--- src/shared/hep0_pkg.sv ---
// Purpose: shared constants and carrier types for the hub endpoint 0 status and buffer block
// Assumes: 8-bit register port, byte addresses, one clock
// Notes:   register addresses, field positions and sizes are named here once
package hep0_pkg;
    // =====================================================
    // register map
    localparam logic [7:0] buf_base_addr   = 8'h30;  // ep0_buffer_byte0
    localparam logic [7:0] buf_last_addr   = 8'h37;  // ep0_buffer_byte7
    localparam logic [7:0] status_addr     = 8'h3d;  // hub_ep0_status
    localparam logic [7:0] control_addr    = 8'h3c;  // transmit size and enables
    localparam logic [7:0] irq_stat_addr   = 8'h3e;  // sticky events, read clears
    localparam logic [7:0] irq_mask_addr   = 8'h3f;  // event mask
    // =====================================================
    // status register field positions
    localparam int stat_toggle_bit  = 7;  // rx_toggle_indicator
    localparam int stat_setup_bit   = 6;  // setup indicator
    localparam int stat_txfirst_bit = 5;  // transmit_first_flag
    localparam int stat_clear_bit   = 4;  // transmit_first_clear (write only)
    // control register field positions
    localparam int ctl_txe_bit      = 7;  // transmit enable
    localparam int ctl_rxe_bit      = 6;  // receive enable
    localparam int ctl_txdfr_bit    = 5;  // transmit complete clear (write only)
    localparam int ctl_rxdfr_bit    = 4;  // receive complete clear (write only)
    // interrupt bit positions
    localparam int irq_rx_bit       = 0;  // reception done
    localparam int irq_tx_bit       = 1;  // transmission done
    localparam int irq_first_bit    = 2;  // transmit first seen
    // =====================================================
    // sizes and reset values
    localparam int          buf_depth      = 8;      // bytes per packet
    localparam logic [3:0]  max_count      = 4'h8;   // largest packet
    localparam logic [7:0]  ctl_reset      = 8'h00;  // control after reset
    localparam logic [2:0]  irq_reset      = 3'h0;   // interrupt state after reset
    // =====================================================
    // link side transaction events from the serial engine
    typedef struct packed {
        logic       rx_byte;     // one received byte valid
        logic [7:0] rx_data;     // received byte
        logic       rx_done;     // data packet received and acked
        logic       rx_setup;    // packet followed a setup token
        logic       rx_toggle;   // packet was DATA1
        logic       tx_byte;     // engine took one byte
        logic       tx_done;     // host acked our data
        logic       tx_start;    // new in packet begins
    } hep0_link_t;
    // cpu register port
    typedef struct packed {
        logic [7:0] addr;        // byte address
        logic [7:0] wdata;       // write data
        logic       wr;          // write strobe
        logic       rd;          // read strobe
    } hep0_bus_t;
endpackage : hep0_pkg

--- src/design/hep0_bytebuf.sv ---
// Purpose: eight byte buffer with registered read
// Assumes: one writer and one reader port on the same clock
// Notes:   contents not reset, as the buffer bytes read indeterminate
`timescale 1ns/10ps
`default_nettype none
module hep0_bytebuf (
    input  wire logic       clock,
    input  wire logic       we,
    input  wire logic [2:0] waddr,
    input  wire logic [7:0] wdata,
    input  wire logic [2:0] raddr,
    output var  logic [7:0] rdata
);
    // =====================================================
    // storage
    logic [7:0] mem [0:hep0_pkg::buf_depth-1];  // byte cells
    // write and registered read
    always_ff @(posedge clock) begin
        if (we) begin
            mem[waddr] <= wdata;
        end
        rdata <= mem[raddr];
    end
endmodule : hep0_bytebuf
`default_nettype wire

--- src/design/hep0_flag.sv ---
// Purpose: one sticky flag, set by hardware and cleared by a pulse
// Assumes: set and clear on the same clock
// Notes:   set wins over clear in the same cycle
`timescale 1ns/10ps
`default_nettype none
module hep0_flag (
    input  wire logic clock,
    input  wire logic sys_rst,
    input  wire logic set,
    input  wire logic clr,
    output var  logic flag
);
    // =====================================================
    // sticky state
    always_ff @(posedge clock or posedge sys_rst) begin
        if (sys_rst) begin
            flag <= 1'b0;
        end else if (set) begin
            flag <= 1'b1;
        end else if (clr) begin
            flag <= 1'b0;
        end
    end
endmodule : hep0_flag
`default_nettype wire

--- src/design/hep0_top.sv ---
// Purpose: hub endpoint 0 status, receive buffer and transmit buffer
// Assumes: serial engine on the same clock delivers byte and packet events
// Notes:   cpu reaches registers over a plain strobe port, read data one cycle later
//
// Local design decision: the address-and-strobe port.
`timescale 1ns/10ps
`default_nettype none
module hep0_top (
    input  wire logic                clock,
    input  wire logic                sys_rst,
    input  wire hep0_pkg::hep0_bus_t bus,
    output var  logic [7:0]          rdata,
    input  wire hep0_pkg::hep0_link_t link,
    output var  logic [7:0]          tx_data,
    output logic                     tx_last,
    output logic                     tx_ready,
    output logic                     rx_ready,
    output logic                     irq
);
    // =====================================================
    // register state
    logic [7:0] ctl;           // txe, rxe, size in low nibble
    logic       toggle;        // last data type
    logic       setup;         // last token was setup
    logic [3:0] rx_count;      // received byte count
    logic [2:0] rx_ptr;        // receive write index
    logic [2:0] tx_ptr;        // transmit read index
    logic [3:0] tx_sent;       // bytes sent in current packet
    logic [2:0] irq_mask;      // interrupt mask
    logic       rx_flag;       // receive_complete_flag
    logic       tx_flag;       // transmit_complete_flag
    logic       first_flag;    // transmit_first_flag
    logic [2:0] irq_stat;      // sticky events
    logic [7:0] rx_rdata;      // receive buffer read port
    logic [7:0] tx_rdata;      // transmit buffer read port
    logic [7:0] sel_q;         // registered non buffer read value
    logic       buf_rd_q;      // last read hit buffer
    // =====================================================
    // address decode
    wire hit_buf  = (bus.addr >= hep0_pkg::buf_base_addr) && (bus.addr <= hep0_pkg::buf_last_addr);
    wire hit_stat = bus.addr == hep0_pkg::status_addr;
    wire hit_ctl  = bus.addr == hep0_pkg::control_addr;
    wire hit_irq  = bus.addr == hep0_pkg::irq_stat_addr;
    wire hit_msk  = bus.addr == hep0_pkg::irq_mask_addr;
    wire wr_stat  = bus.wr && hit_stat;
    wire wr_ctl   = bus.wr && hit_ctl;
    wire rd_irq   = bus.rd && hit_irq;
    wire [2:0] buf_index = bus.addr[2:0];
    // write only clear pulses
    wire clr_first = wr_stat && bus.wdata[hep0_pkg::stat_clear_bit];
    wire clr_rx    = wr_ctl && bus.wdata[hep0_pkg::ctl_rxdfr_bit];
    wire clr_tx    = wr_ctl && bus.wdata[hep0_pkg::ctl_txdfr_bit];
    // size clamped to the buffer
    wire [3:0] tx_size = (ctl[3:0] > hep0_pkg::max_count) ? hep0_pkg::max_count : ctl[3:0];
    // events
    wire set_first = link.rx_done && tx_flag;
    // the limit counts the packet in flight, not the reset-free count of the last one
    logic [3:0] rx_run;  // bytes of the packet in flight
    wire rx_accept = link.rx_byte && rx_ready && (rx_run < hep0_pkg::max_count);
    // =====================================================
    // handshake readiness toward the engine
    assign rx_ready = ctl[hep0_pkg::ctl_rxe_bit] && !rx_flag;
    assign tx_ready = ctl[hep0_pkg::ctl_txe_bit] && !tx_flag;
    assign tx_last  = (tx_sent + 4'h1) >= tx_size;
    assign irq      = |(irq_stat & irq_mask);
    // =====================================================
    // flags
    hep0_flag u_rx_flag (
        .clock   (clock),
        .sys_rst (sys_rst),
        .set     (link.rx_done),
        .clr     (clr_rx),
        .flag    (rx_flag)
    );
    hep0_flag u_tx_flag (
        .clock   (clock),
        .sys_rst (sys_rst),
        .set     (link.tx_done),
        .clr     (clr_tx),
        .flag    (tx_flag)
    );
    hep0_flag u_first_flag (
        .clock   (clock),
        .sys_rst (sys_rst),
        .set     (set_first),
        .clr     (clr_first),
        .flag    (first_flag)
    );
    // =====================================================
    // buffers: receive read by cpu, transmit read by engine
    hep0_bytebuf u_rx_buf (
        .clock (clock),
        .we    (rx_accept),
        .waddr (rx_ptr),
        .wdata (link.rx_data),
        .raddr (buf_index),
        .rdata (rx_rdata)
    );
    wire [2:0] tx_raddr = link.tx_start ? 3'h0 : (link.tx_byte ? tx_ptr + 3'h1 : tx_ptr);
    hep0_bytebuf u_tx_buf (
        .clock (clock),
        .we    (bus.wr && hit_buf),
        .waddr (buf_index),
        .wdata (bus.wdata),
        .raddr (tx_raddr),
        .rdata (tx_rdata)
    );
    assign tx_data = tx_rdata;
    // =====================================================
    // control and mask registers
    always_ff @(posedge clock or posedge sys_rst) begin
        if (sys_rst) begin
            ctl      <= hep0_pkg::ctl_reset;
            irq_mask <= hep0_pkg::irq_reset;
        end else begin
            if (wr_ctl) begin
                ctl <= {bus.wdata[7:6], 2'h0, bus.wdata[3:0]};
            end
            if (bus.wr && hit_msk) begin
                irq_mask <= bus.wdata[2:0];
            end
        end
    end
    // =====================================================
    // reception status, cleared by reset except the count
    always_ff @(posedge clock or posedge sys_rst) begin
        if (sys_rst) begin
            toggle <= 1'b0;
            setup  <= 1'b0;
            rx_ptr <= 3'h0;
        end else if (link.rx_done) begin
            toggle <= link.rx_toggle;
            setup  <= link.rx_setup;
            rx_ptr <= 3'h0;
        end else if (rx_accept) begin
            rx_ptr <= rx_ptr + 3'h1;
        end
    end
    // count keeps its value through reset
    always_ff @(posedge clock) begin
        if (link.rx_done) begin
            rx_count <= rx_run;
        end
    end
    // running byte count, reset so that the first packet after power-up is counted
    always_ff @(posedge clock or posedge sys_rst) begin
        if (sys_rst) begin
            rx_run <= 4'h0;
        end else if (link.rx_done) begin
            rx_run <= 4'h0;
        end else if (rx_accept) begin
            rx_run <= rx_run + 4'h1;
        end
    end
    // =====================================================
    // transmit pointer
    always_ff @(posedge clock or posedge sys_rst) begin
        if (sys_rst) begin
            tx_ptr  <= 3'h0;
            tx_sent <= 4'h0;
        end else if (link.tx_start) begin
            tx_ptr  <= 3'h0;
            tx_sent <= 4'h0;
        end else if (link.tx_byte && !tx_last) begin
            tx_ptr  <= tx_ptr + 3'h1;
            tx_sent <= tx_sent + 4'h1;
        end
    end
    // =====================================================
    // interrupt status, set wins over read clear
    wire [2:0] irq_set = {set_first, link.tx_done, link.rx_done};
    always_ff @(posedge clock or posedge sys_rst) begin
        if (sys_rst) begin
            irq_stat <= hep0_pkg::irq_reset;
        end else begin
            irq_stat <= irq_set | (rd_irq ? 3'h0 : irq_stat);
        end
    end
    // =====================================================
    // read path
    wire [7:0] stat_val = {toggle, setup, first_flag, 1'b0, rx_count};
    wire [7:0] ctl_val  = {ctl[7:6], 2'h0, ctl[3:0]};
    wire [7:0] sel_val  = hit_stat ? stat_val :
                          hit_ctl  ? ctl_val :
                          hit_irq  ? {5'h00, irq_stat} :
                          hit_msk  ? {5'h00, irq_mask} : 8'h00;
    always_ff @(posedge clock or posedge sys_rst) begin
        if (sys_rst) begin
            sel_q    <= 8'h00;
            buf_rd_q <= 1'b0;
        end else begin
            sel_q    <= bus.rd ? sel_val : 8'h00;
            buf_rd_q <= bus.rd && hit_buf;
        end
    end
    assign rdata = buf_rd_q ? rx_rdata : sel_q;
    // =====================================================
    // checks
    a_first_set: assert property (@(posedge clock) disable iff (sys_rst)
        set_first |=> first_flag)
        else $error("first flag not set");
    a_first_hold: assert property (@(posedge clock) disable iff (sys_rst)
        (first_flag && !clr_first) |=> first_flag)
        else $error("first flag dropped");
    a_first_clear: assert property (@(posedge clock) disable iff (sys_rst)
        (clr_first && !set_first) |=> !first_flag)
        else $error("first flag not cleared");
    a_zero_noclr: assert property (@(posedge clock) disable iff (sys_rst)
        (wr_stat && !bus.wdata[4] && first_flag) |=> first_flag)
        else $error("zero write cleared flag");
    a_toggle_cap: assert property (@(posedge clock) disable iff (sys_rst)
        link.rx_done |=> (stat_val[7] == $past(link.rx_toggle)) && (stat_val[6] == $past(link.rx_setup)))
        else $error("toggle or setup wrong");
    a_count_cap: assert property (@(posedge clock) disable iff (sys_rst)
        link.rx_done |=> rx_count == $past(rx_run))
        else $error("count wrong");
    a_count_max: assert property (@(posedge clock) disable iff (sys_rst)
        rx_run <= hep0_pkg::max_count)
        else $error("packet over eight");
    a_rx_done: assert property (@(posedge clock) disable iff (sys_rst)
        link.rx_done |=> rx_flag && !rx_ready)
        else $error("receive flag missing");
    a_tx_done: assert property (@(posedge clock) disable iff (sys_rst)
        link.tx_done |=> tx_flag && !tx_ready)
        else $error("transmit flag missing");
    a_irq_level: assert property (@(posedge clock) disable iff (sys_rst)
        link.rx_done && irq_mask[0] |=> irq)
        else $error("irq missing");
    c_first: cover property (@(posedge clock) disable iff (sys_rst) set_first);
    c_rx_full: cover property (@(posedge clock) disable iff (sys_rst) link.rx_done && rx_run == 4'h8);
    c_tx_last: cover property (@(posedge clock) disable iff (sys_rst) link.tx_byte && tx_last);
endmodule : hep0_top
`default_nettype wire

--- config.mk ---
export PLATFORM = sky130hd
export DESIGN_NAME = hep0_top
export DESIGN_NICKNAME = d
export VERILOG_FILES = /design/src/shared/hep0_pkg.sv /design/src/design/hep0_bytebuf.sv /design/src/design/hep0_flag.sv /design/src/design/hep0_top.sv
export SDC_FILE = /design/constraint.sdc
export NUM_CORES = 1
export LEC_CHECK = 0
export BUFFER_PORTS_ARGS = -buffer_cell sky130_fd_sc_hd__clkbuf_2
export CAP_MARGIN = 15
export CORE_UTILIZATION = 55
export CTS_BUF_LIST = sky130_fd_sc_hd__clkbuf_2
export CTS_CLUSTER_SIZE = 24
export DETAILED_ROUTE_END_ITERATION = 12
export PLACE_DENSITY = 0.74
export SETUP_SLACK_MARGIN = 0.05
export SYNTH_ARGS = -nofsm -noshare
export SYNTH_HDL_FRONTEND = slang
export SYNTH_SLANG_ARGS = --single-unit
--- constraint.sdc ---
create_clock -name clock -period 5.93 [get_ports clock]
set_input_delay 1.779 -clock clock [delete_from_list [all_inputs] [get_ports clock]]
set_output_delay 1.779 -clock clock [all_outputs]
set_load 0.01 [all_outputs]
[Yosys cells after proc, flatten, opt, wreduce, memory -nomap -nowiden]
Memories as Yosys holds them, arrays and structs flattened. A register that Yosys moved wholly into a read port is not among the register bits.
Index checks and enable logic that the tools add are counted.
Widths: inputs -> output; s select.
Word-level totals
  flip-flop bits (word level): 44
  bits of input ports: 35
  logic and storage cells: 85
  memory bits (writable): 128
  memories: 2
  output and inout bits: 20
Cells by class
  muxes and demuxes: 28
  magnitude comparators: 5
  equality and inequality tests: 4
  bitwise logic cells: 2
  reductions and logical operators: 25
  add/sub/neg operators: 4
Memories
  u_rx_buf.mem: words 8, bits a word 8, rd ports 1, clocked after memory_dff 1, write ports 1, line hep0_bytebuf.sv:16  | logic [7:0] mem [0:hep0_pkg::buf_depth-1];
  u_tx_buf.mem: words 8, bits a word 8, rd ports 1, clocked after memory_dff 1, write ports 1, line hep0_bytebuf.sv:16
Operators with widths (count)
  $eq 8x6->1 const B: 4
  $mux 8: 4
  $mux 3: 9
  $mux 4: 5
  $logic_and 1x1->1: 16
  $mux 1: 10
  $reduce_bool 2->1: 5
  $add 4x1->4 const B: 2
  $ge 8x6->1 const B: 1
  $le 8x6->1 const B: 1
  $add 3x1->3 const B: 2
  $ge 4x4->1: 1
  $gt 4x4->1 const B: 1
  $lt 4x4->1 const B: 1
  $and 3x3->3: 1
  $logic_not 1->1: 3
  $or 3x3->3: 1
  $reduce_or 3->1: 1

[Longest topological paths before layout]
Gate-level depths: netlist of the first run.
  depth in word-level cells: 7
  depth in mapped cells: 8
  depth with buffers taken out: 8

[Hierarchy]
Synthesis of the first run repeated with hierarchy kept, for this count alone.
Unflattened totals
  cells, all modules: 420
  area, all modules: 7644.8 um^2
Modules (own cells, without submodules)
  hep0_bytebuf: sequential area each 2082.0 um^2, area an instance 2691.3 um^2, instances 2, cells an instance 114
  hep0_top: sequential area each 1021.0 um^2, area an instance 2142.1 um^2, instances 1, cells an instance 180
  hep0_flag: sequential area each 25.0 um^2, area an instance 40.0 um^2, instances 3, cells an instance 4

[Worst setup path after synthesis of the first run]
No wires, ideal clock.
  path type: input -> register
  start: input bus[10] in the netlist's numbering
  end: memory u_tx_buf.mem[1][0], enable pin
  required time: 5547 ps
  library setup time: 383 ps
  cell stages on the path: 5
  data arrival time: 3141 ps
  path slack: 2405 ps
  buffers on the path: 3
  path through: buf_2 -> buf_2 -> buf_2 -> nand3_1 -> nor3_1
Between the ends
  word-level cells in the longest chain between the ends: 5
  elaborated cells between the ends (all ways): 6
  classes of those cells: order compare (2); mux (2); reduce/logical (2)
RTL lines
  start: declaration: line hep0_top.sv:11  | input wire hep0_pkg::hep0_bus_t bus,
  $ge 8x6->1 / $le 8x6->1 (equally long branches): line hep0_top.sv:40  | wire hit_buf = (bus.addr >= hep0_pkg::buf_base_addr) && (bus.addr <= hep0_pkg::buf_last_addr);
  $logic_and 1x1->1: line hep0_top.sv:40
  $logic_and 1x1->1: line hep0_top.sv:102  | .we (bus.wr && hit_buf),
  $mux 1: line hep0_bytebuf.sv:19  | if (we) begin
  $mux 1 (not written as such): line hep0_bytebuf.sv:20  | mem[waddr] <= wdata;
  end: declaration: line hep0_bytebuf.sv:16
Several ways; a longest one is shown, not always the timed one.

[Worst setup path after layout of the first run]
  start: register tx_sent[0]
  end: output tx_last
Between the ends
  word-level cells in the longest chain between the ends: 2
RTL lines
  start: declaration: line hep0_top.sv:28  | logic [3:0] tx_sent;
  start signal: assignment: line hep0_top.sv:166  | tx_sent <= tx_sent + 4'h1;
  $add 4x1->4: line hep0_top.sv:64  | assign tx_last = (tx_sent + 4'h1) >= tx_size;
  $ge 4x4->1: line hep0_top.sv:64
  end: declaration: line hep0_top.sv:15  | output logic tx_last,
Every way passes these cells.

==> results.cfg, run 1 <==
[status]
status = finished clean

[logic_synthesis]
seq_area_frac_synth_pct = 68.1
yosysUniqueCellTypes = 54
synthCells = 568
synth_seq_cells = 187
syn_avg_cell_area_sq_um = 13.6
yosysWarnings = 0
ys.flop_type = edfxtp_1
syn_nets = 611
async_flop_share_pct = 20.9
synth_edf_count = 132
synth_area_sq_um = 7720

[sta]
fmax_mhz = 228
hold_slack_ps = 513
slew_violations = 0
rsz0062_at_grt = no
post-route-period-util_pct = 74.1
timing.max_slew.rel_slack_pct = 28.5
skew_ps = 39.7
worst_pin_slew_ps = 1060
tns_ps = 0
finalSetupViolations = 0
hold_viol_final = 0
period_needed_ps = 4400
worst_slack_ps = 1540

[worst_setup_path]
worstPathArrival_ps = 2620
max_stage_delay_ps = 490
cp_top_family = adder cells
ff2ff_setup_slack_ps = 3190
worstSetupEndpointType = output port
crit_chain = ha_1 -> xor2_1 -> ha_1 -> o21a_1 -> nor2_1 -> nor2_1 -> clkbuf_2
cp_num_buf_inv = 1
r2r_start = tx_ptr[0]
critPathLaunchType = flop
r2r_cells = 6
r2r_end = u_tx_buf.rdata[4]
crit_type = flop to output port
slowest_stage = dfrtp_1
worst-path-max-fanout = 5
worstPathRequired_ps = 4150

[floorplan]
initial_utilization_pct = 57.4
dieHeight_microns = 121
design.core.area_sq_um = 13500
dieArea_sq_um = 14500
die_x_microns = 121
ios = 55
rows = 42

[clocking]
cts-htree-levels = 4
cts_hold_buf = 0
cts_setup_buffers = 0
clk_pin_slew_worst_paths_ps = 240
cts_root_buf = clkbuf_2
numCtsBuffers = 17
post_cts_resize_count = 0
cts_tree = done
clock_path_buffers = 2
cts_sinks = 187
clkLatencyLatePin_ps = 800

[cells_and_area]
final_cell_count_no_fill = 805
nNetsFinal = 657
final_layout_size_suffix_gt1_share_pct = 18.7
layout_common_cells = edfxtp_1 (132), clkbuf_2 (72), nor2_1 (62), nand2_1 (60), dfrtp_1 (39)
area_growth_pct = 8.42
stdcell_area_sq_um = 8370
final_util_pct = 62.2
layout_commonest_cell = edfxtp_1

[detailed_routing]
drtPass1Iterations = 5
wl_microns = 15400
antenna_left = 0
wl_per_cell_microns = 19.2
drc_errors = 0
via_per_inst = 5.83
drtIter0Drc = 401
vias = 4691

[hold_path]
hold_start = rx_run[3]
hp-class = flop to flop
whs_path_depth = 0
whs_endpoint = rx_count[3]

[placement]
dp_hpwl_microns = 10400
place_area_sq_um = 8080
placement.io_buffers = 54
gp_congestion = 0.865
pre_cts_ws_ps = 1790
place_inst = 771

[power]
intPower_mw = 1.79
pwr-share-seq_pct = 60.7
p_sw_mw = 0.580
power.share.clock_pct = 29.8
p_leak_nw = 3.14
pwr-share-comb_pct = 9.4
swShare_pct = 24.5
ir_worst_vdd_v = 0.000142
p_per_area_nw_per_um2 = 283
power_mw = 2.37

[global_routing]
grt_pass1_wl_microns = 24700
grtUsageTotal_pct = 23.4
gr-total-overflow = 0
grt_pass1_vias = 4516
antenna_found_initial = 1
grt_max_degree = 40

[flow_run]
cap_violations = 0
==> flip-flops by register name (all words and copies together) (netlist names) <==
signal             count
u_tx_buf.mem          64
irq_stat               3
rx_run                 4
u_tx_flag.flag         1
sel_q                  7
setup                  1
tx_sent                4
ctl                    6
irq_mask               3
rx_count               4
u_rx_buf.mem          64
toggle                 1
u_rx_buf.rdata         8
tx_ptr                 3
buf_rd_q               1
rx_ptr                 3
u_first_flag.flag      1
u_rx_flag.flag         1
u_tx_buf.rdata         8
==> kinds of logic (layout without fill, tap and decap cells) <==
logic type | count (synthesis) | in the layout | share of synthesized area [%]
flip-flops | 187 | 187 | 68.1
AND/OR/NAND/NOR | 176 | 176 | 10.2
AO/OA/AOI/OAI | 108 | 108 | 10.2
multiplexers | 41 | 41 | 6.45
buffers and inverters | 35 | 94 | 2.32
XOR/XNOR | 13 | 13 | 1.47
adder cells (fa/ha/maj) | 8 | 8 | 1.30
other | 0 | 2 | 0
==> how the worst max path moves through the flow <==
| stage | slack [ps] | cells after the start | to | from |
|---|---|---|---|---|
| after floorplan | 2410 | 5 | u_tx_buf.mem[1][0] | bus[10] |
| after global placement | 1900 | 5 | u_tx_buf.mem[1][5] | bus[17] |
| after detailed placement | 1790 | 5 | u_tx_buf.mem[0][0] | bus[17] |
| after CTS | 1450 | 7 | tx_last | tx_sent[0] |
| after global routing | 1310 | 7 | tx_last | tx_sent[0] |
| final | 1540 | 7 | tx_last | tx_sent[0] |
==> final cells by class <==
type / instances / area [sq um]
inverter: 6 / 22.5
fill: 1044 / 5080
clock inverter: 14 / 196
sequential: 187 / 5260
timing repair buffer: 56 / 285
clock buffer: 18 / 90.1
tap: 176 / 220
multi-input combinational: 346 / 2290
antenna: 2 / 5.00
==> Yosys cell counts (all sizes together), types with 3 or more instances <==
master / instances / area (sq um)
a21o: 3 / 22.5
a21oi: 19 / 95.1
a221o: 3 / 30.0
a22o: 5 / 43.8
a2bb2oi: 7 / 61.3
a31oi: 3 / 18.8
a32oi: 8 / 70.1
and2: 3 / 18.8
and3: 3 / 18.8
buf: 18 / 115
clkbuf: 11 / 41.3
dfrtp: 39 / 976
dfxtp: 16 / 320
edfxtp: 132 / 3960
ha: 8 / 100
inv: 6 / 22.5
mux2: 20 / 225
mux2i: 17 / 183
mux4: 4 / 90.1
nand2: 61 / 231
nand2b: 8 / 50.1
nand3: 11 / 55.1
nor2: 63 / 244
nor2b: 15 / 93.8
nor3: 5 / 25.0
o211ai: 4 / 30.0
o21a: 8 / 60.1
o21ai: 22 / 110
o22a: 7 / 61.3
o2bb2ai: 7 / 61.3
o31ai: 3 / 22.5
xnor2: 4 / 35.0
xor2: 9 / 78.8
==> worst reg2reg max path: stages, from the launching register on <==
cell	delay (ps)
dfrtp_1	730
ha_1	380
mux2i_4	340
or2_1	550
nand2_1	110
a32oi_1	330
a2bb2oi_1	240
==> layer usage <==
| metal | wire (microns) | vias up | global-route usage (%) |
|---|---|---|---|
| met4 | 297 | 0 | 9.57 |
| li1 | - | 2197 | - |
| met1 | 6920 | 2295 | 34.1 |
| met5 | 0 | - | 0 |
| met2 | 7190 | 178 | 34.5 |
| met3 | 1040 | 21 | 4.91 |
==> power groups by stage <==
stage	logic (mW)	clock network, mW	registers (mW)
2_1_floorplan	0.155	0	1.46
3_3_place_gp	0.218	0	1.47
3_5_place_dp	0.223	0	1.47
4_1_cts	0.224	0.719	1.44
5_1_grt	0.247	0.765	1.44
6_report	0.224	0.707	1.44
Note: power is estimated with default switching activity, not from simulation.
==> run 2, diff against run 1 <==
==> constraint.sdc (replaced) <==
create_clock -name clock -period 4.5 [get_ports clock]
set_input_delay 1.35 -clock clock [delete_from_list [all_inputs] [get_ports clock]]
set_output_delay 1.35 -clock clock [all_outputs]
set_load 0.01 [all_outputs]
==> run 2 against run 1 <==
  * First-iteration DRC count grew 19%
  * Sequential share of layout area grew 0.28 points
  * Total power grew 25%
  * Non-clock buffer count grew 7
  * Core utilization shrank 0.28 points
  * Count of clock-buffer cells in the layout grew 3
  * Sequential cell count is the same
  * Register-to-register slack lost 1300 ps
  * Largest cell class unchanged
  * Largest power group unchanged
==> results.cfg, run 2 (synthesis gave the netlist of run 1 again) <==
[clocking]
cts_root_buf = clkbuf_2
post_cts_resize_count = 0
cts_setup_buffers = 0
numCtsBuffers = 17
cts_sinks = 187
clock_path_buffers = 2
cts_hold_buf = 0
clk_pin_slew_worst_paths_ps = 210
clkLatencyLatePin_ps = 730
cts_tree = done
cts-htree-levels = 4

[worst_setup_path]
max_stage_delay_ps = 470
r2r_start = tx_ptr[0]
crit_type = flop to output port
worstPathRequired_ps = 3150
cp_num_buf_inv = 1
cp-startpoint = tx_sent[0]
r2r_cells = 6
worstPathArrival_ps = 2580
worst-path-max-fanout = 5
cp_top_family = adder cells
slowest_stage = dfrtp_1
crit_chain = ha_1 -> ha_1 -> a2111oi_4 -> nor2_1 -> clkbuf_2
worstSetupEndpointType = output port
cp_common_cell = ha_1
critPathLaunchType = flop
cp.depth = 5

[placement]
place_area_sq_um = 8130
placement.io_buffers = 54
gp_congestion = 0.836
place_inst = 778
pre_cts_ws_ps = 1090
dp_hpwl_microns = 10900

[power]
power_mw = 2.95
p_leak_nw = 3.15
p_sw_mw = 0.707
pwr-share-seq_pct = 64.2
pwr-share-comb_pct = 10.2
intPower_mw = 2.25
swShare_pct = 23.9
power.share.clock_pct = 25.6
p_per_area_nw_per_um2 = 354
ir_worst_vdd_v = 0.000176

[global_routing]
grt_pass1_wl_microns = 25200
grtUsageTotal_pct = 23.9
grt_max_degree = 40
antenna_found_initial = 1
gr-total-overflow = 0
grt_pass1_vias = 4720

[sta]
fmax_mhz = 255
hold_viol_final = 0
post-route-period-util_pct = 87.3
skew_ps = 27.6
timing.max_slew.rel_slack_pct = 31.7
worst_slack_ps = 572
tns_ps = 0
period_needed_ps = 3930
slew_violations = 0
worst_pin_slew_ps = 1020
hold_slack_ps = 483
finalSetupViolations = 0
rsz0062_at_grt = no

[detailed_routing]
vias = 4770
via_per_inst = 5.88
drtIter0Drc = 477
wl_microns = 15900
drc_errors = 0
wl_per_cell_microns = 19.6
antenna_left = 0
drtPass1Iterations = 5

[cells_and_area]
layout_commonest_cell = edfxtp_1
reg_top3 = u_rx_buf.mem: 64 flops, u_tx_buf.mem: 64 flops
final_util_pct = 62.0
area_growth_pct = 7.94
nNetsFinal = 664
final_layout_size_suffix_gt1_share_pct = 18.8
layout_common_cells = edfxtp_1 (132), clkbuf_2 (75), nor2_1 (62), nand2_1 (60), dfrtp_1 (39)
final_cell_count_no_fill = 811
stdcell_area_sq_um = 8340

[floorplan]
die_x_microns = 121
ios = 55
initial_utilization_pct = 57.4
dieArea_sq_um = 14500
dieHeight_microns = 121
rows = 42
design.core.area_sq_um = 13500

[flow_run]
cap_violations = 0

[hold_path]
whs_path_depth = 2
hp-class = flop to flop
hold_start = rx_count[0]

[status]
status = finished clean
-- run 2: cell types whose count changed in the layout (fill, tap and decap cells not counted), sizes merged --
cell,previous run,this run
clkinv,3,7
inv,8,7
clkinvlp,5,1
bufinv,4,2
diode,2,1
buf,2,9
clkbuf,72,75
-- run 2: per-layer routing --
| layer | GRT usage (%) | vias up | part of all wire, % |
|---|---|---|---|
| li1 | - | 2208 | - |
| met1 | 34.7 | 2360 | 45 |
| met2 | 35.5 | 183 | 47 |
| met3 | 4.91 | 19 | 6.2 |
| met4 | 9.65 | 0 | 1.5 |
| met5 | 0 | - | 0 |
-- run 2: worst paths after layout --
| path | end | slack, ps |
|---|---|---|
| setup / recovery | tx_last | 570 |
| hold / removal | sel_q[0] | 480 |
| setup reg to reg | u_tx_buf.rdata[3] | 1870 |
| hold reg to reg | sel_q[0] | 480 |
| max in group asynchronous | rx_ptr[2] | 3430 |
| min in group asynchronous | ctl[1] | 680 |
-- run 2: cell type report --
cell class	count	area, sq um
multi-input cells	346	2280
clock inverters	11	104
inverters	6	22.5
diodes	1	2.50
well taps	176	220
clock buffers	21	105
flip-flops and latches	187	5260
fillers	1082	5120
repair buffers	63	338
-- run 2: worst min-delay path: stages, from the launching register on --
cell	delay, ps
edfxtp_1	370
nand2_1	50
o31ai_1	60
-- run 2: power groups by stage --
stage	sequential, mW	combinational, mW	clock [mW]
finish	1.90	0.300	0.758
global route	1.90	0.330	0.840
CTS	1.90	0.301	0.780
detailed placement	1.93	0.299	0
global placement	1.93	0.290	0
floorplan	1.93	0.204	0
==> run 3, diff against run 2 <==
--- a/config.mk
+++ b/config.mk
@@ -7,11 +7,13 @@
 export LEC_CHECK = 0
 export BUFFER_PORTS_ARGS = -buffer_cell sky130_fd_sc_hd__clkbuf_2
 export CAP_MARGIN = 15
-export CORE_UTILIZATION = 55
+export CELL_PAD_IN_SITES_DETAIL_PLACEMENT = 0
+export CELL_PAD_IN_SITES_GLOBAL_PLACEMENT = 1
+export CORE_UTILIZATION = 52
 export CTS_BUF_LIST = sky130_fd_sc_hd__clkbuf_2
 export CTS_CLUSTER_SIZE = 24
 export DETAILED_ROUTE_END_ITERATION = 12
-export PLACE_DENSITY = 0.74
+export PLACE_DENSITY_LB_ADDON = 0.1
 export SETUP_SLACK_MARGIN = 0.05
 export SYNTH_ARGS = -nofsm -noshare
 export SYNTH_HDL_FRONTEND = slang
==> run 3 against run 2 <==
  * Total power up 5.7%
  * Worst hold slack better by 24 ps
  * Sequential power about the same
  * Sequential share of layout area decreased by 0.60 points
  * Global-route usage is 0.80 points lower
  * First-iteration DRC count decreased by 24%
  * Clock skew is 9.6 ps higher
  * Routed wire length grew 3.2%
  * Via count down 1.2%
  * Cell area grew 0.96%
  * Maximum frequency down 1.5%
  * Critical path type unchanged
  * Largest power group unchanged
  * Highest routed layer unchanged
==> results.cfg, run 3 (synthesis gave the netlist of run 1 again) <==
[floorplan]
ios = 55
dieArea_sq_um = 15300
rows = 44
initial_utilization_pct = 53.1
dieHeight_microns = 124
die_x_microns = 124
design.core.area_sq_um = 14500

[clocking]
clock_path_buffers = 2
cts_root_buf = clkbuf_2
cts_hold_buf = 0
cts_tree = done
cts_setup_buffers = 0
numCtsBuffers = 17
cts-htree-levels = 4
post_cts_resize_count = 0
clkLatencyLatePin_ps = 760
cts_sinks = 187
clk_pin_slew_worst_paths_ps = 260

[worst_setup_path]
cp-startpoint = tx_sent[0]
r2r_cells = 6
worstPathArrival_ps = 2640
r2r_end = u_tx_buf.rdata[7]
worstPathRequired_ps = 3150
worst-path-max-fanout = 5
endpoint = tx_last
critPathLaunchType = flop
r2r_start = tx_ptr[0]
ff2ff_setup_slack_ps = 1950
crit_type = flop to output port
worstSetupEndpointType = output port

[detailed_routing]
vias = 4714
antenna_left = 0
via_per_inst = 5.75
wl_microns = 16400
drc_errors = 0
drtIter0Drc = 361
wl_per_cell_microns = 20.0
drtPass1Iterations = 5

[sta]
hold_slack_ps = 506
slew_violations = 0
hold_viol_final = 0
skew_ps = 37.2
finalSetupViolations = 0
timing.max_slew.rel_slack_pct = 31.9
fmax_mhz = 251
rsz0062_at_grt = no
tns_ps = 0
post-route-period-util_pct = 88.6
worst_pin_slew_ps = 1020
period_needed_ps = 3990

[power]
p_per_area_nw_per_um2 = 371
p_leak_nw = 3.19
ir_worst_vdd_v = 0.000243

[cells_and_area]
final_layout_size_suffix_gt1_share_pct = 19.5
nNetsFinal = 665
reg_top3 = u_rx_buf.mem: 64 flops, u_tx_buf.mem: 64 flops
layout_common_cells = edfxtp_1 (132), clkbuf_2 (71), nor2_1 (62), nand2_1 (60), dfrtp_1 (39)
area_growth_pct = 8.97
layout_commonest_cell = edfxtp_1

[global_routing]
grt_pass1_vias = 4549
grt_max_degree = 40
gr-total-overflow = 0
grtUsageTotal_pct = 23.1
grt_pass1_wl_microns = 25100
antenna_found_initial = 1

[placement]
placement.io_buffers = 54
dp_hpwl_microns = 11300
gp_congestion = 0.827

[hold_path]
hp-class = flop to flop

[status]
status = finished clean

[flow_run]
cap_violations = 0
-- run 3: cell count changes in the layout (fill, tap and decap cells not counted), sizes merged --
cell / previous run / this run
clkbuf: 75 / 71
buf: 9 / 10
inv: 7 / 12
bufinv: 2 / 3
clkinv: 7 / 5
-- run 3: final cells by class --
type                    count  area (sq um)
clock buffers              17          85.1
repair buffers             64           345
inverters                   6          22.5
diodes                      1          2.50
flip-flops and latches    187          5260
multi-input cells         346          2280
fillers                  1223          6120
well taps                 184           230
clock inverters            15           186
-- run 3: power by group --
part           internal, mW  switching (mW)
clock                 0.325           0.593
combinational         0.121           0.184
sequential             1.87          0.0239
-- run 3: worst min path at each step --
stage / startpoint / end / cells after the start
CTS: rx_run[3] / rx_count[3] / 0
detailed placement: rx_count[0] / sel_q[0] / 2
global placement: rx_run[3] / rx_count[3] / 0
global route: rx_run[3] / rx_count[3] / 0
floorplan: rx_count[0] / sel_q[0] / 2
finish: rx_count[0] / sel_q[0] / 2
-- run 3: metal layers --
metal	wire [microns]	vias to the layer above	track usage, %
met5	0	-	0
met3	599	14	4.72
met1	6980	2376	28.7
li1	-	2214	-
met2	8600	110	40.1
met4	245	0	8.06
-- run 3: stage by stage --
stage	power, mW	worst slack [ps]	instances	instance area [sq um]	utilization (%)
after floorplan	2.13	1400	568	7720	-
after global placement	2.24	1230	787	8140	56.0
after detailed placement	2.24	1180	787	8140	56.0
after CTS	3.15	462	819	8410	57.9
after global routing	3.24	346	820	8420	57.9
final	3.12	515	820	8420	57.9
-- run 3: worst max-delay path, cell delays in order (launching register included) --
cell      delay (ps)
dfrtp_1          490
ha_1             250
xor2_1           170
ha_1             310
o21a_1           190
nor2_1           270
nor2_1            80
clkbuf_2         140
